### config.mk
export PLATFORM = sky130hd
export DESIGN_NAME = ccs_clock_select
export DESIGN_NICKNAME = d
export VERILOG_FILES = /design/src/design/ccs_pkg.sv /design/src/design/ccs_clock_select.sv /design/src/design/ccs_divider.sv
export SDC_FILE = /design/constraint.sdc
export NUM_CORES = 1
export LEC_CHECK = 0
export BUFFER_PORTS_ARGS = -buffer_cell sky130_fd_sc_hd__buf_2
export CORE_MARGIN = 3
export CORE_UTILIZATION = 40
export CTS_BUF_LIST = sky130_fd_sc_hd__clkbuf_16
export DETAILED_ROUTE_END_ITERATION = 7
export MAX_ROUTING_LAYER = met4
export PLACE_DENSITY = 0.61
export SLEW_MARGIN = 40
export SYNTH_ARGS = -nofsm -noshare
export SYNTH_HDL_FRONTEND = slang
export SYNTH_SLANG_ARGS = --single-unit
### constraint.sdc
create_clock -name pclk -period 4.08 [get_ports pclk]
set_input_delay 0 -clock pclk [delete_from_list [all_inputs] [get_ports pclk]]
set_output_delay 0 -clock pclk [all_outputs]
set_load 0.02 [all_outputs]
### src/design/ccs_pkg.sv
package ccs_pkg;

  // ---------------------------------------------------------------
  // sizes
  // ---------------------------------------------------------------
  localparam int NUM_OUT = 4;
  localparam int NUM_TAP = 8;
  localparam int STEP_W = 6;

  // ---------------------------------------------------------------
  // register byte offsets (one 32-bit word each)
  // ---------------------------------------------------------------
  localparam logic [7:0] OFF_DELAY = 8'h00;
  localparam logic [7:0] OFF_SRC = 8'h04;
  localparam logic [7:0] OFF_OUTCFG0 = 8'h08;
  localparam logic [7:0] OFF_DIVCFG0 = 8'h18;
  localparam logic [7:0] OFF_STATUS = 8'h28;

  // ---------------------------------------------------------------
  // field positions
  // ---------------------------------------------------------------
  localparam int DLY_PATH_BIT = 6;
  localparam int REF_SEL_LSB = 0;
  localparam int FB_SEL_LSB = 4;
  localparam int INT_FB_BIT = 8;
  localparam int PRI_LSB = 0;
  localparam int SEC_LSB = 5;
  localparam int SEC_EN_BIT = 10;
  localparam int INV_BIT = 11;
  localparam int GATE_OPT_BIT = 12;
  localparam int DSRC_LSB = 0;
  localparam int DVAL_LSB = 8;
  localparam int ST_REFERENCE_DELAY_LINE_LSB = 0;
  localparam int ST_FEEDBACK_DELAY_LINE_LSB = 8;
  localparam int ST_BYP_BIT = 14;
  localparam int ST_LOOP_BIT = 16;
  localparam int ST_FB_BIT = 17;
  localparam int ST_SEC_LSB = 20;

  // ---------------------------------------------------------------
  // values after reset
  // ---------------------------------------------------------------
  localparam logic [7:0] RST_DELAY = 8'h00;
  localparam logic [3:0] RST_REF_SEL = 4'h0;
  localparam logic [3:0] RST_FB_SEL = 4'h7;
  localparam logic RST_INT_FB = 1'b0;
  localparam logic [4:0] RST_PRI = 5'h07;
  localparam logic [4:0] RST_SEC = 5'h07;
  localparam logic [4:0] RST_DSRC = 5'h07;
  localparam logic [7:0] RST_DVAL = 8'h01;

  // ---------------------------------------------------------------
  // selector codes
  // ---------------------------------------------------------------
  localparam logic [3:0] RF_DED_LAST = 4'h3;
  localparam logic [3:0] FB_TAP0 = 4'h7;
  localparam logic [3:0] RF_ZERO = 4'h8;
  localparam logic [3:0] RF_XTAL = 4'h9;
  localparam logic [3:0] RF_SLOW = 4'hA;
  localparam logic [3:0] RF_FAST = 4'hB;
  localparam logic [3:0] RF_FAB_BASE = 4'hC;
  localparam logic [4:0] SS_TAP_LAST = 5'h07;
  localparam logic [4:0] SS_DIV_BASE = 5'h08;
  localparam logic [4:0] SS_DIV_LAST = 5'h0B;
  localparam logic [4:0] SS_DED_BASE = 5'h10;
  localparam logic [4:0] SS_DED_LAST = 5'h13;
  localparam logic [4:0] SS_FAB_LAST = 5'h17;
  localparam logic [4:0] SS_ZERO = 5'h18;
  localparam logic [4:0] SS_XTAL = 5'h19;
  localparam logic [4:0] SS_SLOW = 5'h1A;
  localparam logic [4:0] SS_FAST = 5'h1B;

  // ---------------------------------------------------------------
  // loop tap model: eight phases over one period of twice this many cycles
  // ---------------------------------------------------------------
  localparam logic [2:0] TAP_HALF = 3'h4;

  typedef enum logic [1:0] {GF_RUN, GF_PARK, GF_WAIT} ccs_glitch_e;

endpackage

### src/design/ccs_clock_select.sv
// Chosen here: the register addresses and the APB register port.
`timescale 1ns/1ps
`default_nettype none
module ccs_clock_select (
  // clock and reset
  input wire logic pclk,
  input wire logic presetn,
  // register bus
  input wire logic psel,
  input wire logic penable,
  input wire logic pwrite,
  input wire logic [7:0] paddr,
  input wire logic [31:0] pwdata,
  output logic [31:0] prdata,
  output logic pready,
  output logic pslverr,
  // clock sources
  input wire logic [ccs_pkg::NUM_OUT-1:0] dedicated_input_source,
  input wire logic [ccs_pkg::NUM_OUT-1:0] fabric_input_source,
  input wire logic crystal_osc_source,
  input wire logic slow_rc_osc_source,
  input wire logic fast_rc_osc_source,
  // fabric controls
  input wire logic loop_bypass_n,
  input wire logic [ccs_pkg::NUM_OUT-1:0] glitchless_select_input,
  input wire logic [ccs_pkg::NUM_OUT-1:0] global_output_gate_enable,
  // clock outputs
  output logic [ccs_pkg::NUM_OUT-1:0] global_output,
  output logic [ccs_pkg::NUM_OUT-1:0] local_output,
  output logic [ccs_pkg::NUM_OUT-1:0] divider_output,
  // delay line settings
  output logic [ccs_pkg::STEP_W-1:0] reference_delay_line,
  output logic [ccs_pkg::STEP_W-1:0] feedback_delay_line,
  output logic delay_lines_bypassed
);
  import ccs_pkg::*;

  // ---------------------------------------------------------------
  // selector decoding
  // ---------------------------------------------------------------

  // reference selector; unlisted codes give zero
  function automatic logic ref_pick(input logic [3:0] code, input logic [3:0] ded,
                                    input logic [3:0] fab, input logic [2:0] osc);
    logic v;
    v = 1'b0;
    if (code <= RF_DED_LAST) begin
      v = ded[code[1:0]];
    end else if (code == RF_ZERO) begin
      v = 1'b0;
    end else if (code == RF_XTAL) begin
      v = osc[0];
    end else if (code == RF_SLOW) begin
      v = osc[1];
    end else if (code == RF_FAST) begin
      v = osc[2];
    end else if (code >= RF_FAB_BASE) begin
      v = fab[code[1:0]];
    end
    return v;
  endfunction

  // feedback selector; code 7 takes the zero-degree tap
  function automatic logic fb_pick(input logic [3:0] code, input logic [3:0] ded,
                                   input logic [3:0] fab, input logic tap0);
    logic v;
    v = 1'b0;
    if (code <= RF_DED_LAST) begin
      v = ded[code[1:0]];
    end else if (code == FB_TAP0) begin
      v = tap0;
    end else if (code >= RF_FAB_BASE) begin
      v = fab[code[1:0]];
    end
    return v;
  endfunction

  // divider and output selectors share one table; only outputs see dividers
  function automatic logic src_pick(input logic [4:0] code, input logic [7:0] taps,
                                    input logic [3:0] ded, input logic [3:0] fab,
                                    input logic [2:0] osc, input logic [3:0] divo,
                                    input logic allow_div);
    logic v;
    v = 1'b0;
    if (code <= SS_TAP_LAST) begin
      v = taps[3'h7 - code[2:0]];
    end else if (allow_div && code >= SS_DIV_BASE && code <= SS_DIV_LAST) begin
      v = divo[code[1:0]];
    end else if (code >= SS_DED_BASE && code <= SS_DED_LAST) begin
      v = ded[code[1:0]];
    end else if (code > SS_DED_LAST && code <= SS_FAB_LAST) begin
      v = fab[code[1:0]];
    end else if (code == SS_XTAL) begin
      v = osc[0];
    end else if (code == SS_SLOW) begin
      v = osc[1];
    end else if (code == SS_FAST) begin
      v = osc[2];
    end
    return v;
  endfunction

  function automatic logic uses_tap(input logic [4:0] code);
    return code <= SS_TAP_LAST;
  endfunction

  // true for a word slot of a four-deep register group, false for any other address
  function automatic logic in_group(input logic [7:0] addr, input logic [7:0] base);
    return (addr >= base) && (addr < base + 8'h10) && (addr[1:0] == 2'h0);
  endfunction

  // ---------------------------------------------------------------
  // registers
  // ---------------------------------------------------------------
  logic [7:0] delay_reg;
  logic [3:0] ref_sel_reg;
  logic [3:0] fb_sel_reg;
  logic int_fb_reg;
  logic [NUM_OUT-1:0][4:0] pri_reg;
  logic [NUM_OUT-1:0][4:0] sec_reg;
  logic [NUM_OUT-1:0] sec_en_reg;
  logic [NUM_OUT-1:0] inv_reg;
  logic [NUM_OUT-1:0] gate_opt_reg;
  logic [NUM_OUT-1:0][4:0] dsrc_reg;
  logic [NUM_OUT-1:0][7:0] dval_reg;
  logic [NUM_OUT-1:0] use_sec_reg;
  logic [2:0] phase_reg;
  logic ref_prev_reg;
  logic fb_seen_reg;
  logic [31:0] rd_next;
  logic addr_hit;
  logic [1:0] slot;
  logic wr_go;
  logic [2:0] osc;
  logic ref_clk;
  logic fb_clk;
  logic loop_needed;
  logic loop_on;
  logic [NUM_TAP-1:0] taps;
  logic [NUM_OUT-1:0] div_src;

  assign osc = {fast_rc_osc_source, slow_rc_osc_source, crystal_osc_source};
  assign wr_go = psel && penable && pwrite && addr_hit;
  // zero wait states: every access completes in its first access cycle
  assign pready = 1'b1;
  assign pslverr = psel && penable && !addr_hit;

  // ---------------------------------------------------------------
  // bus read decode
  // ---------------------------------------------------------------
  always_comb begin
    rd_next = 32'h0000_0000;
    addr_hit = 1'b1;
    slot = paddr[3:2] - 2'h2;
    if (paddr == OFF_DELAY) begin
      rd_next[7:0] = {1'b0, delay_reg[6:0]}; // top bit reads as zero
    end else if (paddr == OFF_SRC) begin
      rd_next[REF_SEL_LSB +: 4] = ref_sel_reg;
      rd_next[FB_SEL_LSB +: 4] = fb_sel_reg;
      rd_next[INT_FB_BIT] = int_fb_reg;
    end else if (paddr == OFF_STATUS) begin
      rd_next[ST_REFERENCE_DELAY_LINE_LSB +: STEP_W] = reference_delay_line;
      rd_next[ST_FEEDBACK_DELAY_LINE_LSB +: STEP_W] = feedback_delay_line;
      rd_next[ST_BYP_BIT] = delay_lines_bypassed;
      rd_next[ST_LOOP_BIT] = loop_on;
      rd_next[ST_FB_BIT] = fb_seen_reg;
      rd_next[ST_SEC_LSB +: NUM_OUT] = use_sec_reg;
    end else if (in_group(paddr, OFF_OUTCFG0)) begin
      slot = paddr[3:2] - 2'h2;
      rd_next[PRI_LSB +: 5] = pri_reg[slot];
      rd_next[SEC_LSB +: 5] = sec_reg[slot];
      rd_next[SEC_EN_BIT] = sec_en_reg[slot];
      rd_next[INV_BIT] = inv_reg[slot];
      rd_next[GATE_OPT_BIT] = gate_opt_reg[slot];
    end else if (in_group(paddr, OFF_DIVCFG0)) begin
      slot = paddr[3:2] - 2'h2;
      rd_next[DSRC_LSB +: 5] = dsrc_reg[slot];
      rd_next[DVAL_LSB +: 8] = dval_reg[slot];
    end else begin
      addr_hit = 1'b0;
    end
  end

  // read data captured in the setup cycle, stable through the access
  always_ff @(posedge pclk or negedge presetn) begin
    if (!presetn) begin
      prdata <= 32'h0000_0000;
    end else if (psel && !penable && !pwrite) begin
      prdata <= rd_next;
    end
  end

  // ---------------------------------------------------------------
  // configuration writes
  // ---------------------------------------------------------------
  always_ff @(posedge pclk or negedge presetn) begin
    if (!presetn) begin
      delay_reg <= RST_DELAY;
      ref_sel_reg <= RST_REF_SEL;
      fb_sel_reg <= RST_FB_SEL;
      int_fb_reg <= RST_INT_FB;
      for (int i = 0; i < NUM_OUT; i++) begin
        pri_reg[i] <= RST_PRI;
        sec_reg[i] <= RST_SEC;
        dsrc_reg[i] <= RST_DSRC;
        dval_reg[i] <= RST_DVAL;
      end
      sec_en_reg <= '0;
      inv_reg <= '0;
      gate_opt_reg <= '0;
    end else if (wr_go) begin
      if (paddr == OFF_DELAY) begin
        delay_reg <= {1'b0, pwdata[6:0]};
      end else if (paddr == OFF_SRC) begin
        ref_sel_reg <= pwdata[REF_SEL_LSB +: 4];
        fb_sel_reg <= pwdata[FB_SEL_LSB +: 4];
        int_fb_reg <= pwdata[INT_FB_BIT];
      end else if (in_group(paddr, OFF_OUTCFG0)) begin
        pri_reg[slot] <= pwdata[PRI_LSB +: 5];
        sec_reg[slot] <= pwdata[SEC_LSB +: 5];
        sec_en_reg[slot] <= pwdata[SEC_EN_BIT];
        inv_reg[slot] <= pwdata[INV_BIT];
        gate_opt_reg[slot] <= pwdata[GATE_OPT_BIT];
      end else if (in_group(paddr, OFF_DIVCFG0)) begin
        dsrc_reg[slot] <= pwdata[DSRC_LSB +: 5];
        dval_reg[slot] <= pwdata[DVAL_LSB +: 8];
      end
    end
  end

  // ---------------------------------------------------------------
  // delay line routing
  // ---------------------------------------------------------------
  // the delay elements sit outside the short loop feedback path, so that
  // path leaves nothing to program
  always_comb begin
    reference_delay_line = '0;
    feedback_delay_line = '0;
    delay_lines_bypassed = 1'b1;
    if (int_fb_reg) begin
      delay_lines_bypassed = 1'b1;
    end else if (delay_reg[STEP_W-1:0] == '0) begin
      delay_lines_bypassed = 1'b1;
    end else if (delay_reg[DLY_PATH_BIT]) begin
      reference_delay_line = delay_reg[STEP_W-1:0];
      delay_lines_bypassed = 1'b0;
    end else begin
      feedback_delay_line = delay_reg[STEP_W-1:0];
      delay_lines_bypassed = 1'b0;
    end
  end

  // ---------------------------------------------------------------
  // loop model
  // ---------------------------------------------------------------
  assign ref_clk = ref_pick(ref_sel_reg, dedicated_input_source, fabric_input_source, osc);
  assign fb_clk = fb_pick(fb_sel_reg, dedicated_input_source, fabric_input_source, taps[0]);

  // the loop only runs when some output, directly or through a divider, uses a tap
  always_comb begin
    loop_needed = 1'b0;
    for (int i = 0; i < NUM_OUT; i++) begin
      if (uses_tap(pri_reg[i]) || (sec_en_reg[i] && uses_tap(sec_reg[i])))
        loop_needed = 1'b1;
      if (pri_reg[i] >= SS_DIV_BASE && pri_reg[i] <= SS_DIV_LAST &&
          uses_tap(dsrc_reg[pri_reg[i][1:0]]))
        loop_needed = 1'b1;
      if (sec_en_reg[i] && sec_reg[i] >= SS_DIV_BASE && sec_reg[i] <= SS_DIV_LAST &&
          uses_tap(dsrc_reg[sec_reg[i][1:0]]))
        loop_needed = 1'b1;
    end
  end

  assign loop_on = loop_needed && loop_bypass_n;

  // phase counter restarts at each reference rise so taps stay referenced to it
  always_ff @(posedge pclk or negedge presetn) begin
    if (!presetn) begin
      phase_reg <= 3'h0;
      ref_prev_reg <= 1'b0;
      fb_seen_reg <= 1'b0;
    end else begin
      ref_prev_reg <= ref_clk;
      fb_seen_reg <= fb_clk;
      if (!loop_on || (ref_clk && !ref_prev_reg)) begin
        phase_reg <= 3'h0;
      end else begin
        phase_reg <= phase_reg + 3'h1;
      end
    end
  end

  // tap k lags tap 0 by k eighths of a period; bypassed taps follow the reference
  generate
    for (genvar k = 0; k < NUM_TAP; k++) begin : g_tap
      assign taps[k] = loop_on ? (3'(phase_reg - 3'(k)) < TAP_HALF)
                               : ref_clk;
    end
  endgenerate

  // ---------------------------------------------------------------
  // output dividers
  // ---------------------------------------------------------------
  generate
    for (genvar d = 0; d < NUM_OUT; d++) begin : g_div
      assign div_src[d] = src_pick(dsrc_reg[d], taps, dedicated_input_source,
                                   fabric_input_source, osc, 4'h0, 1'b0);
      ccs_divider u_div (
        .pclk(pclk),
        .presetn(presetn),
        .clk_in(div_src[d]),
        .div_value(dval_reg[d]),
        .clk_out(divider_output[d])
      );
    end
  endgenerate

  // ---------------------------------------------------------------
  // glitch-free selectors, inversion and gating per output
  // ---------------------------------------------------------------
  generate
    for (genvar o = 0; o < NUM_OUT; o++) begin : g_out
      ccs_glitch_e st_reg;
      logic pri_v;
      logic sec_v;
      logic want;
      logic cur_v;
      logic new_v;
      logic mux_v;
      logic inv_v;
      logic gate_on_reg;

      assign pri_v = src_pick(pri_reg[o], taps, dedicated_input_source, fabric_input_source,
                              osc, divider_output, 1'b1);
      assign sec_v = src_pick(sec_reg[o], taps, dedicated_input_source, fabric_input_source,
                              osc, divider_output, 1'b1);
      assign want = sec_en_reg[o] && glitchless_select_input[o];
      assign cur_v = use_sec_reg[o] ? sec_v : pri_v;
      assign new_v = want ? sec_v : pri_v;

      // switch only with the old clock low, then hold low until the new one is low
      always_comb begin
        case (st_reg)
          GF_RUN: mux_v = cur_v;
          GF_PARK: mux_v = cur_v;
          default: mux_v = 1'b0;
        endcase
      end

      always_ff @(posedge pclk or negedge presetn) begin
        if (!presetn) begin
          st_reg <= GF_RUN;
          use_sec_reg[o] <= 1'b0;
        end else begin
          case (st_reg)
            GF_RUN: begin
              if (want != use_sec_reg[o]) begin
                st_reg <= cur_v ? GF_PARK : GF_WAIT;
              end
            end
            GF_PARK: begin
              if (!cur_v) begin
                st_reg <= GF_WAIT;
              end
            end
            default: begin
              if (!new_v) begin
                use_sec_reg[o] <= want;
                st_reg <= GF_RUN;
              end
            end
          endcase
        end
      end

      // inversion after the selector covers both sources alike
      assign inv_v = mux_v ^ inv_reg[o];

      // gate state changes only while the clock is low, so no runt pulse escapes
      always_ff @(posedge pclk or negedge presetn) begin
        if (!presetn) begin
          gate_on_reg <= 1'b1;
        end else if (!inv_v) begin
          gate_on_reg <= !gate_opt_reg[o] || global_output_gate_enable[o];
        end
      end

      // every output exists as both a gated global and a free local copy
      always_ff @(posedge pclk or negedge presetn) begin
        if (!presetn) begin
          global_output[o] <= 1'b0;
          local_output[o] <= 1'b0;
        end else begin
          global_output[o] <= inv_v && gate_on_reg;
          local_output[o] <= inv_v;
        end
      end
    end
  endgenerate

endmodule
`default_nettype wire

### src/design/ccs_divider.sv
`timescale 1ns/1ps
`default_nettype none
module ccs_divider (
  // clock and reset
  input wire logic pclk,
  input wire logic presetn,
  // divided clock path
  input wire logic clk_in,
  input wire logic [7:0] div_value,
  output logic clk_out
);
  import ccs_pkg::*;

  logic prev_reg;
  logic tog_reg;
  logic tog_next;
  logic [7:0] cnt_reg;
  logic [7:0] cnt_next;
  logic edge_seen;

  // count both edges: a half period is div_value edges, so odd factors work too
  assign edge_seen = clk_in ^ prev_reg;

  always_comb begin
    tog_next = tog_reg;
    cnt_next = cnt_reg;
    if (edge_seen) begin
      if (cnt_reg >= div_value - 8'h01) begin
        cnt_next = 8'h00;
        tog_next = ~tog_reg;
      end else begin
        cnt_next = cnt_reg + 8'h01;
      end
    end
  end

  // edge history and counter
  always_ff @(posedge pclk or negedge presetn) begin
    if (!presetn) begin
      prev_reg <= 1'b0;
      tog_reg <= 1'b0;
      cnt_reg <= 8'h00;
    end else begin
      prev_reg <= clk_in;
      tog_reg <= tog_next;
      cnt_reg <= cnt_next;
    end
  end

  // factor 0 or 1 passes the source through, otherwise the toggle
  always_ff @(posedge pclk or negedge presetn) begin
    if (!presetn) begin
      clk_out <= 1'b0;
    end else if (div_value <= 8'h01) begin
      clk_out <= clk_in;
    end else begin
      clk_out <= tog_next;
    end
  end

endmodule
`default_nettype wire

==> summary.txt <==
STA
  – Final slew viol count: 0
  – Highest Clock Rate: 0.258 GHz
  – Final setup fails: 0
  – Max_slew headroom: 50.8%
  – Hold Worst Slack: between 0.1 and 0.15 ns
  – Setup TNS Final: 0 ns
  – Final clock skew: 0.0121 ns
  – RSZ-0062 raised after global routing: false
  – Slew @ Worst Pin: 0.731 ns
  – Final min period: 3.88 ns
  – Setup ws final: 0.200 ns
  – Fin. Hold Viols: 0
  – Final Cycle Share: 95.1%

Detailed routing
  – Vias per cell: 5.93
  – Antenna viol nets, final: 0
  – Routed wire length: 44.1 mm
  – Residual DRC: 0
  – WL/cell: 22.2 um
  – 1st-pass router iterations: 6
  – Iter 0 DRT Violations: 961
  – Via Count: 11800

Power
  – Sw Share: 31.4%
  – Overall Power: roughly 6.5 mW
  – Worst IR Drop VDD: roughly 0.30 mV
  – Net Switching: 2.05 mW
  – Lkg Pwr: 7.42 nW
  – Pwr/cell area: 386 nW/um2
  – Seq pwr share: 40.1%
  – Combinational Power Share: 22.1%
  – Clock power share: 37.8%
  – Power Internal: 4.48 mW

Synth
  – Count leader, synth: dfrtp_1
  – Top-area cell type share of the netlist area: 28.7%
  – Multiplexer area fraction after synthesis: 21.5%
  – Syn_area_per_cell: 10.4 um2
  – Post-synth EDFFs: 0
  – Commonest cells in the synthesized netlist: dfrtp_1, mux2_2, nand2_1, nor2_1, o21ai_0
  – Synth Area in XOR/XNOR: under 10%
  – Seq/Total Area, Yosys: 37.1%
  – Synth area leaders: dfrtp_1, mux4_2, mux2_2, dfstp_2, ha_1
  – Largest family of logic cells by synthesized area: multiplexers
  – Cell taking the most area after synthesis: dfrtp_1
  – YS warnings: 0
  – Yosys cell types: 88
  – Ys flop type: dfrtp_1
  – Synthesized cell area: approximately 15000 um2
  – Number of synthesized register bits: 215
  – Synth Instances: 1404
  – Async S/R FF share, synth: between 90% and 100%
  – Simple-gate area share of the yosys netlist: between 10 and 15%
  – Post-synthesis compound-gate area fraction: 13.9%
  – Adder-cell share of the synthesized area: ~3.9%

Hold path
  – Worst Hold Path Cells: 6
  – WHS Endpoint: prdata[4]$_DFFE_PN0P_
  – Min-delay worst type: in -> reg
  – Min-delay src: paddr[4]

Place
  – IO Port Bufs: 96
  – Placement Setup Slack: 0.241 ns
  – HPWL Detailed: 31.8 mm
  – # placed instances: ~1900
  – Post-DP Area: 15700 um2
  – RD Place Congestion: 0.995

GRT
  – First-pass GRT wire length: 68.3 mm
  – Number of global-route vias before repair: 11400
  – Initial antenna violation count: 0
  – GRT Total Usage: 23.0%
  – Total gr overflow: 0
  – Pin count of the biggest net entering global routing: 69

Clock network
  – CTS Buffer Depth: 3
  – Cts bufs inserted: 25
  – Clock sinks: 215
  – PostCTS Resize Cnt: 0
  – CTS tree: built
  – CTS H-tree depth: 1
  – CTS clk-pin slew, worst paths: 0.07 ns
  – Post-CTS Setup Bufs: 0
  – Clk root buf: clkbuf_16
  – Clock latency on the worst-skew pair: 0.55 ns

Floorplanning
  – Vert. Die Dim: 197 um
  – Initial Util: 40.9%
  – Die footprint: 39000 um2
  – Die Wd: 197 um
  – Row count: 69
  – Ports: 124
  – Core Box Area: 35800 um2

Worst setup path
  – R2R depth: 10
  – Crit end category: flop
  – Type of origin of the critical path: flop
  – Worst R2R Start: sec_reg[7]$_DFFE_PN1P_
  – CP Max Fanout: 10
  – Crit path kind: reg -> reg
  – Worst EP arrival: 4.36 ns
  – Reg2reg setup slack: 0.20 ns
  – R2R Path End: g_out[1].gate_on_reg$_DFFE_PN1N_
  – Worst endpoint required time: 4.56 ns

Cells and area
  – Post-layout util: a little under half
  – Non-Filler Instances: 1989
  – Number of diodes: 0
  – Syn-to-layout area delta: 15.3%
  – Fin area: 16900 um2
  – Fillers: 3289
  – Layout cells sized above 1: 31.2%
  – Final #Nets: 1621

Job
  – Max-Cap Viols: 0

Run status
  – Status: finished clean
## cells in the final DEF (no fill, tap or decap), drive strengths merged, types with 7 or more instances in the layout
master	n
a31oi	23
nor2b	39
inv	55
nand3	26
a211oi	8
and2	18
buf	147
o21ai	95
o211ai	8
nand2	95
xor2	20
a22o	21
mux2	132
a21oi	47
dfrtp	168
nand2b	21
clkinv	9
nor4	16
dlygate4sd3	28
dfstp	47
ha	46
mux4	65
nor4b	10
nor3b	12
o22ai	8
clkbuf	25
and3	28
nor3	31
conb	11
o31ai	8
nor2	96
or4	7
a22oi	16
a21o	15
xnor2	37
mux2i	20
## worst max-delay path by stage
stage / to / slack, ns / from
final: g_out[1].gate_on_reg$_DFFE_PN1N_ / 0.20 / sec_reg[7]$_DFFE_PN1P_
after floorplan: g_out[0].gate_on_reg$_DFFE_PN1N_ / 0.83 / pri_reg[10]$_DFFE_PN1P_
after CTS: g_out[1].gate_on_reg$_DFFE_PN1N_ / 0.25 / sec_reg[15]$_DFFE_PN1P_
after detailed placement: g_out[1].gate_on_reg$_DFFE_PN1N_ / 0.24 / sec_reg[15]$_DFFE_PN1P_
after global routing: g_out[2].gate_on_reg$_DFFE_PN1N_ / 0.04 / sec_reg[15]$_DFFE_PN1P_
after global placement: g_out[1].gate_on_reg$_DFFE_PN1N_ / 0.37 / sec_reg[15]$_DFFE_PN1P_
## power by group through the flow
| stage | clock (mW) | combinational, mW | sequential, mW |
|---|---|---|---|
| finish | 2.47 | 1.44 | 2.62 |
| detailed placement | 0 | 1.42 | 2.64 |
| floorplan | 0 | 1.00 | 2.57 |
| global route | 2.60 | 1.63 | 2.64 |
| CTS | 2.51 | 1.45 | 2.61 |
| global placement | 0 | 1.38 | 2.63 |
## cells by family (layout without fill, tap and decap cells)
group | after synthesis | in the layout
and+or+nand+nor | 419 | 419
AOI/OAI and AO/OA | 292 | 292
muxes | 217 | 217
DFF | 215 | 215
buffers and inverters | 156 | 271
xor gates and xnor gates | 57 | 57
adders and majority gates | 46 | 46
other | 2 | 11
## critical path: stages (launching register included)
cell      delay [ns]
dfstp_2         0.62
and4bb_1        0.26
a32oi_1         0.28
o221ai_1        0.18
or4_1           0.79
nor2_1          0.38
a21o_1          0.13
a31oi_1         0.17
a22oi_1         0.35
xor2_1          0.28
mux2_1          0.35
## timing repair
item                                   4_1_cts  5_1_grt
hold buffers                                28        0
endpoints found under the hold margin      307        0
setup endpoints to repair                    0        0
## final cells by class
cell class                      count  area, um2  area share, %
Multi-Input combinational cell   1042       8620           51.0
Sequential cell                   215       5440           32.2
Timing Repair Buffer              175       1180           6.96
Clock buffer                       25        626           3.70
Tap cell                          461        577           3.41
Clock inverter                     20        272           1.61
Inverter                           51        191           1.13
## per-layer routing
metal	vias up	part of all wire [%]	global-route usage, %	wire length (um)
met2	476	47	36.4	20500
met3	95	7.2	3.16	3190
li1	5373	-	-	-
met4	0	2.9	6.26	1300
met1	5856	43	31.3	19100
met5	-	0	-	0
Power figures use the tool's default switching activity.
